## src/inc/reset_source_pkg.sv

```systemverilog
// constants for the reset source controller
package reset_source_pkg;

    localparam int unsigned CLK_FREQ_HZ          = 50_000_000;
    // reset processing interval after the last source releases
    localparam int unsigned PROCESS_TIME_NS      = 2000;
    localparam int unsigned PROCESS_CYCLES       =
        (PROCESS_TIME_NS * (CLK_FREQ_HZ / 1_000_000) + 999) / 1000;
    // oscillation stabilisation interval after release
    localparam int unsigned STAB_TIME_NS         = 4000;
    localparam int unsigned STAB_CYCLES          =
        (STAB_TIME_NS * (CLK_FREQ_HZ / 1_000_000) + 999) / 1000;
    // least low time of the external pin, kept by the driver
    localparam int unsigned EXT_MIN_LOW_NS       = 10_000;
    localparam int unsigned EXT_MIN_LOW_CYCLES   =
        (EXT_MIN_LOW_NS * (CLK_FREQ_HZ / 1_000_000) + 999) / 1000;

    localparam int unsigned CNT_W                = 10;
    localparam int unsigned NUM_SOURCES          = 4;
    localparam logic [15:0] RESET_VECTOR_ADDR    = 16'h0000;

    // source bit positions in the cause vector
    localparam int unsigned SRC_EXT              = 0;
    localparam int unsigned SRC_WDT              = 1;
    localparam int unsigned SRC_POC              = 2;
    localparam int unsigned SRC_LVD              = 3;

    typedef enum logic [1:0] {
        ST_RESET,
        ST_PROCESS,
        ST_STABILISE,
        ST_RUN
    } seq_state_e;

endpackage

```

## src/hdl/reset_cycle_counter.sv

```systemverilog
// down counter used for the fixed reset intervals
`timescale 1ns/1ps
module reset_cycle_counter
    import reset_source_pkg::*;
(
    // clock and reset
    input  wire logic             clk_i,
    input  wire logic             rstn_i,
    // control
    input  wire logic             load_i,
    input  wire logic [CNT_W-1:0] load_val_i,
    // status
    output logic                  done_o
);

    logic [CNT_W-1:0] cnt_q;

    always_ff @(posedge clk_i or negedge rstn_i)
    begin
        if (!rstn_i)
        begin
            cnt_q <= '0;
        end
        else if (load_i)
        begin
            cnt_q <= load_val_i;
        end
        else if (cnt_q != '0)
        begin
            cnt_q <= cnt_q - 1'b1;
        end
    end

    // no term from load_i: the parent builds load_i from done_o
    assign done_o = (cnt_q == '0);

endmodule

```

## src/hdl/reset_source_control.sv

```systemverilog
// reset source combiner and release sequencer
//
// Overview of operation
// - any of four sources raises reset
// - every reset fetches vector at 0000H/0001H
// - pins float during reset, one pin low
// - external reset follows pin, releases on high
// - watchdog reset releases itself automatically
// - detector reset releases once supply recovers
// - oscillators stop, external clocks ignored
// - stop state kept while reset input
`timescale 1ns/1ps
module reset_source_control
    import reset_source_pkg::*;
(
    // clock and reset
    input  wire logic        clk_i,
    input  wire logic        rstn_i,
    // reset sources
    input  wire logic        ext_reset_n_i,
    input  wire logic        wdt_overflow_i,
    input  wire logic        power_on_clear_detector_i,
    input  wire logic        low_voltage_detector_i,
    // low-power state
    input  wire logic        stop_mode_i,
    // system reset and clocking
    output logic             sys_reset_n_o,
    output logic             osc_enable_o,
    output logic             ext_clk_valid_o,
    output logic             use_internal_hs_clk_o,
    output logic             stop_hold_o,
    // pins
    output logic             pins_hiz_o,
    output logic             reset_low_output_pin_o,
    output logic             reset_low_output_pin_oe_o,
    // program start
    output logic             fetch_vector_o,
    output logic [15:0]      vector_addr_o,
    output logic [3:0]       reset_cause_o
);

    seq_state_e        state_q;
    logic              wdt_hold_q;
    logic              any_src;
    logic              cnt_load;
    logic [CNT_W-1:0]  cnt_val;
    logic              cnt_done;
    logic [3:0]        cause_d;

    // watchdog pulse caught until the sequencer is in ST_RESET
    always_ff @(posedge clk_i or negedge rstn_i)
    begin
        if (!rstn_i)
        begin
            wdt_hold_q <= 1'b0;
        end
        else if (wdt_overflow_i)
        begin
            wdt_hold_q <= 1'b1;
        end
        else if (state_q == ST_RESET)
        begin
            wdt_hold_q <= 1'b0;
        end
    end

    assign cause_d[SRC_EXT] = !ext_reset_n_i;
    assign cause_d[SRC_WDT] = wdt_overflow_i | wdt_hold_q;
    assign cause_d[SRC_POC] = power_on_clear_detector_i;
    assign cause_d[SRC_LVD] = low_voltage_detector_i;
    assign any_src          = |cause_d;

    assign cnt_load = (state_q == ST_RESET && !any_src)
                   || (state_q == ST_PROCESS && cnt_done && !any_src);
    assign cnt_val  = (state_q == ST_RESET) ? CNT_W'(PROCESS_CYCLES)
                                            : CNT_W'(STAB_CYCLES);

    reset_cycle_counter u_counter (
        .clk_i      (clk_i),
        .rstn_i     (rstn_i),
        .load_i     (cnt_load),
        .load_val_i (cnt_val),
        .done_o     (cnt_done)
    );

    // release sequencing
    always_ff @(posedge clk_i or negedge rstn_i)
    begin
        if (!rstn_i)
        begin
            state_q <= ST_RESET;
        end
        else if (any_src)
        begin
            state_q <= ST_RESET;
        end
        else
        begin
            case (state_q)
                ST_RESET:     state_q <= ST_PROCESS;
                ST_PROCESS:   if (cnt_done) state_q <= ST_STABILISE;
                ST_STABILISE: if (cnt_done) state_q <= ST_RUN;
                ST_RUN:       state_q <= ST_RUN;
                default:      state_q <= ST_RESET;
            endcase
        end
    end

    // registered outputs
    always_ff @(posedge clk_i or negedge rstn_i)
    begin
        if (!rstn_i)
        begin
            sys_reset_n_o             <= 1'b0;
            osc_enable_o              <= 1'b0;
            ext_clk_valid_o           <= 1'b0;
            use_internal_hs_clk_o     <= 1'b1;
            stop_hold_o               <= 1'b0;
            pins_hiz_o                <= 1'b1;
            reset_low_output_pin_o    <= 1'b0;
            reset_low_output_pin_oe_o <= 1'b1;
            fetch_vector_o            <= 1'b0;
            vector_addr_o             <= RESET_VECTOR_ADDR;
        end
        else
        begin
            sys_reset_n_o          <= !any_src && state_q == ST_RUN;
            osc_enable_o           <= !any_src && state_q != ST_RESET;
            ext_clk_valid_o        <= !any_src && state_q == ST_RUN;
            use_internal_hs_clk_o  <= 1'b1;
            stop_hold_o            <= any_src && stop_mode_i;
            pins_hiz_o             <= any_src || state_q != ST_RUN;
            reset_low_output_pin_o <= 1'b0;
            reset_low_output_pin_oe_o <= any_src || state_q != ST_RUN;
            fetch_vector_o         <= !any_src && state_q == ST_STABILISE
                                      && cnt_done;
            vector_addr_o          <= RESET_VECTOR_ADDR;
        end
    end

    // cause of the last reset, latched while reset is active
    always_ff @(posedge clk_i or negedge rstn_i)
    begin
        if (!rstn_i)
        begin
            reset_cause_o <= '0;
        end
        else if (any_src)
        begin
            reset_cause_o <= (state_q == ST_RESET) ? (reset_cause_o | cause_d)
                                                   : cause_d;
        end
    end

    // assertions
    property p_src_resets;
        @(posedge clk_i) disable iff (!rstn_i)
        any_src |=> !sys_reset_n_o && pins_hiz_o && !osc_enable_o;
    endproperty
    a_src_resets: assert property (p_src_resets)
        else $error("source did not force reset");

    property p_ext_pin;
        @(posedge clk_i) disable iff (!rstn_i)
        !ext_reset_n_i |=> state_q == ST_RESET;
    endproperty
    a_ext_pin: assert property (p_ext_pin)
        else $error("external pin low did not hold reset");

    property p_wdt_self;
        @(posedge clk_i) disable iff (!rstn_i)
        (wdt_overflow_i ##1 (!wdt_overflow_i && ext_reset_n_i
            && !power_on_clear_detector_i && !low_voltage_detector_i)[*2])
            |=> state_q == ST_PROCESS;
    endproperty
    a_wdt_self: assert property (p_wdt_self)
        else $error("watchdog reset did not release");

    property p_det_release;
        @(posedge clk_i) disable iff (!rstn_i)
        ($fell(low_voltage_detector_i) || $fell(power_on_clear_detector_i))
            && !any_src |=> state_q == ST_PROCESS;
    endproperty
    a_det_release: assert property (p_det_release)
        else $error("detector reset did not release");

    property p_pin_low;
        @(posedge clk_i) disable iff (!rstn_i)
        pins_hiz_o |-> reset_low_output_pin_oe_o && !reset_low_output_pin_o;
    endproperty
    a_pin_low: assert property (p_pin_low)
        else $error("designated pin not driven low");

    property p_run_no_hiz;
        @(posedge clk_i) disable iff (!rstn_i)
        sys_reset_n_o |-> !pins_hiz_o && ext_clk_valid_o;
    endproperty
    a_run_no_hiz: assert property (p_run_no_hiz)
        else $error("pins floating after release");

    property p_vector;
        @(posedge clk_i) disable iff (!rstn_i)
        fetch_vector_o && !any_src
            |-> vector_addr_o == RESET_VECTOR_ADDR ##1 sys_reset_n_o;
    endproperty
    a_vector: assert property (p_vector)
        else $error("vector fetch wrong");

    property p_stop_hold;
        @(posedge clk_i) disable iff (!rstn_i)
        any_src && stop_mode_i |=> stop_hold_o;
    endproperty
    a_stop_hold: assert property (p_stop_hold)
        else $error("stop state not held");

    property p_osc_stop;
        @(posedge clk_i) disable iff (!rstn_i)
        $rose(osc_enable_o) |-> $past(state_q) == ST_RESET || !sys_reset_n_o;
    endproperty
    a_osc_stop: assert property (p_osc_stop)
        else $error("oscillator started while running");

    property p_hold_interval;
        @(posedge clk_i) disable iff (!rstn_i)
        $rose(sys_reset_n_o) |-> $past(fetch_vector_o);
    endproperty
    a_hold_interval: assert property (p_hold_interval)
        else $error("release without processing interval");

    c_ext:  cover property (@(posedge clk_i) disable iff (!rstn_i) $rose(ext_reset_n_i));
    c_wdt:  cover property (@(posedge clk_i) disable iff (!rstn_i) wdt_overflow_i);
    c_run:  cover property (@(posedge clk_i) disable iff (!rstn_i) $rose(sys_reset_n_o));
    c_stop: cover property (@(posedge clk_i) disable iff (!rstn_i) stop_hold_o);

endmodule

```

## config.mk

```make
export PLATFORM = sky130hd
export DESIGN_NAME = reset_source_control
export DESIGN_NICKNAME = d
export VERILOG_FILES = /design/src/inc/reset_source_pkg.sv /design/src/hdl/reset_cycle_counter.sv /design/src/hdl/reset_source_control.sv
export SDC_FILE = /design/constraint.sdc
export NUM_CORES = 1
export LEC_CHECK = 0
export ABC_AREA = 1
export BUFFER_PORTS_ARGS = -buffer_cell sky130_fd_sc_hd__buf_2
export CORE_MARGIN = 3
export CORE_UTILIZATION = 45
export CTS_BUF_LIST = sky130_fd_sc_hd__clkbuf_16
export DETAILED_ROUTE_END_ITERATION = 12
export PLACE_DENSITY = 0.74
export SLEW_MARGIN = 20
export SYNTH_ARGS = -nofsm -noshare
export SYNTH_HDL_FRONTEND = slang
export SYNTH_HIERARCHICAL = 1
export SYNTH_SLANG_ARGS = --single-unit
```

## constraint.sdc

```tcl
create_clock -name clk_i -period 2.5 [get_ports clk_i]
set_clock_uncertainty 0.15 [all_clocks]
set_input_delay 0.125 -clock clk_i [delete_from_list [all_inputs] [get_ports clk_i]]
set_output_delay 0.125 -clock clk_i [all_outputs]
set_load 0.02 [all_outputs]
```

==> metrics <==
Crit Path Category flop to flop; final WL 2.46 mm; drc violations 0; antenna viol nets, final 0; grt total ovfl 0; postcts setup bufs 0; final hold vios 0; DR vias 1,050; endpoint class of the critical path flop; pwr/cell area 908 nW/µm²; FF+latch count, synth 22; Final period util 89.5%; Worst-path clk slew 0.06 ns; Final Setup Violations 0; FF+latch area 552 µm²; Global Route Usage Sum 15.0%; CP dominant cell by count inv_1; placed instance area 1450 µm²; Synth cell types 28; RSZ-0062 raised after global routing no; initial antenna violation count 0; part of the power in the clock network 31.2%; DR pass1 iterations 4; Net Sw Power 0.000515 W; I/O Buffers 17; die area 3800 µm²; H-tree levels 1; CP Data Required Time 2.50 ns; Post-Synth XOR/XNOR Area 1.89%; Hold Slack 0.0293 ns; multi-input logic area 681 µm²; compound-cell area share of the yosys netlist 6.21%; CTS tree done; Yosys top cell area share 37.8%; crit path DAT 2.24 ns; Final Power 0.00144 W; Slowest cell on crit path dfrtp_1; minimum clock period 2.24 ns; worst-path maximum fanout 7; largest family of logic cells by synthesized area simple AND/OR/NAND/NOR gates; Crit path max-delay family simple AND/OR/NAND/NOR gates; top-level port count 36; vias in the first global route 924; Post-Synthesis Cells 175; Final Instance Area 1590 µm²; CP startpoint kind flop; CP Buf/Inv Count 3; Synth area leaders dfrtp_1 (38%), nand2_1 (12%), buf_4 (11%); core area 2850 µm²; Net Sw Frac 35.7%; Fillers 256; Pint 0.000928 W; ratio of cells with drive above 1 in the final layout 24.8%; Gate power share 31.5%; crit-path cells inv_1 -> ha_1 -> inv_1 -> nor2_2 -> nand4_2 -> nor2_2 -> nand3_1 -> a21oi_2 -> inv_1 -> or2_2 -> nand2_1 -> nor2_1; setup TNS 0 ns; mux cell area share after synthesis 0%; Synth area leader dfrtp_1; max-slew violations 0; Max Cap Viol 0; worst reg2reg setup slack 0.26 ns; mean post-synth cell area 7.95 µm²; n_diodes 0; # rows 19; status completed; DP HPWL 1.81 mm; Hold Path Class input port to flop; register area share after synthesis 39.7%; slowest stage delay, CP 0.37 ns; Worst-Skew Late Latency 0.25 ns; Layout area overhead 14.2%; Clock Tree Root clkbuf_16; Initial Util 48.8%; clock sink total 22; die height 61.6 µm; GP Congestion 0.873; CTS max path bufs 2; first-pass GRT wire length 4.10 mm; Post-Synth Adder-Cell Area 0.899%; part of the power in registers 37.3%; Syn Std Cell Area 1390 µm²; Post-Synth Simple-Gate Area 33.5%; Syn. warnings 6; Die X 61.6 µm; largest net degree at the start of global routing 23; Initial DRC Count 13; CTS buffer count 3; nets 211; Avg WL per Cell 10.5 µm; Vias per Instance 4.51; leakage 0.841 nW; fmax 0.447 GHz; Worst IR Drop VDD 0.000531 V
[power groups by stage]
stage	clock, W	sequential [W]	combinational [W]
after floorplan	0	0.000533	0.000390
final	0.000449	0.000538	0.000455
after global routing	0.000471	0.000554	0.000515
after detailed placement	0	0.000544	0.000446
after CTS	0.000458	0.000538	0.000457
after global placement	0	0.000544	0.000439
[layer usage]
metal | wire (µm) | vias up | GRT usage (%)
met4 | 20 | 0 | 4.24
met2 | 1140 | 29 | 24.5
met3 | 133 | 4 | 5.03
met1 | 1170 | 462 | 18.7
met5 | 0 | - | 0
li1 | - | 555 | -
[worst register-to-register path: stages (launching register included)]
cell and delay (ns):
dfrtp_1 0.37, inv_1 0.12, ha_1 0.22, inv_1 0.06, nor2_2 0.14, nand4_2 0.13, nor2_2 0.12, nand3_1 0.12
a21oi_2 0.17, inv_1 0.14, or2_2 0.30, nand2_1 0.06, nor2_1 0.03
[cells in the final DEF, fill, tap and decap left out, drive strengths merged]
cell type,synthesis,layout
a21oi,2,2
buf,22,20
bufinv,0,1
clkbuf,0,3
conb,2,24
dfrtp,21,21
dfstp,1,1
dlygate4sd3,0,3
ha,1,1
inv,20,20
nand2,49,49
nand3,4,4
nand4,7,7
nor2,27,27
nor3,2,2
o21ai,10,10
o21bai,3,3
or2,1,1
xor2,3,3
[final timing paths]
| check | startpoint | endpoint | depth (start not counted) |
|---|---|---|---|
| worst max-delay path | u_counter/cnt_q[0]$_DFFE_PN0P_ | u_counter/cnt_q[8]$_DFFE_PN0P_ | 12 |
| worst min-delay path | ext_reset_n_i | reset_cause_o[1]$_DFFE_PN0P_ | 3 |
| worst max register to register | u_counter/cnt_q[0]$_DFFE_PN0P_ | u_counter/cnt_q[8]$_DFFE_PN0P_ | 12 |
| worst min register to register | wdt_hold_q$_DFFE_PN0P_ | wdt_hold_q$_DFFE_PN0P_ | 2 |
| max in group asynchronous | rstn_i | reset_low_output_pin_oe_o$_DFF_PN1_ | 2 |
| min in group asynchronous | rstn_i | u_counter/cnt_q[3]$_DFFE_PN0P_ | 2 |
[cells in the mapped netlist]
cell type,n
conb_1,2
nand2_2,5
inv_2,1
nor3_1,1
buf_2,1
buf_4,20
nand4_1,5
nor3_4,1
nand4_2,1
nand3_2,2
nand4_4,1
o21ai_0,5
nand3_1,2
nor2_2,9
dfrtp_1,21
xor2_1,3
ha_1,1
nor2_1,15
o21bai_1,3
inv_1,19
nand2_1,44
a21oi_2,1
dfstp_2,1
buf_6,1
a21oi_1,1
o21ai_1,5
nor2_4,3
or2_2,1
[flip-flops by register name, indices dropped and copies added (netlist names)]
signal                     cells
stop_hold_o                    1
fetch_vector_o                 1
reset_low_output_pin_oe_o      1
osc_enable_o                   1
wdt_hold_q                     1
ext_clk_valid_o                1
u_counter/cnt_q               10
reset_cause_o                  4
state_q                        2
[cell type report]
class,count,area share (%)
multi-input cells,133,42.8
clock buffers,3,4.72
well taps,31,2.44
flip-flops and latches,22,34.7
inverters,20,4.72
repair buffers,23,8.66
clock inverters,1,1.89
[what timing repair did]
action | in CTS | in global routing
hold endpoints to repair | 23 | 0
gates resized for setup | 0 | 0
hold buffers | 3 | 0
[through the flow]
stage | std cells | setup slack [ns] | utilization [%]
after floorplan | 197 | 0.275 | -
after global placement | 226 | 0.361 | 51.0
after detailed placement | 226 | 0.284 | 51.0
after CTS | 233 | 0.246 | 55.7
after global routing | 233 | 0.0498 | 55.7
final | 233 | 0.262 | 55.7
[logic make-up (layout without fill, tap and decap cells)]
family | count (synthesis) | after routing
simple gates | 90 | 90
buf+inv | 42 | 47
flops | 22 | 22
compound gates | 15 | 15
xor+xnor | 3 | 3
other cells | 2 | 24
fa+ha+maj | 1 | 1
Power figures use the tool's default switching activity.
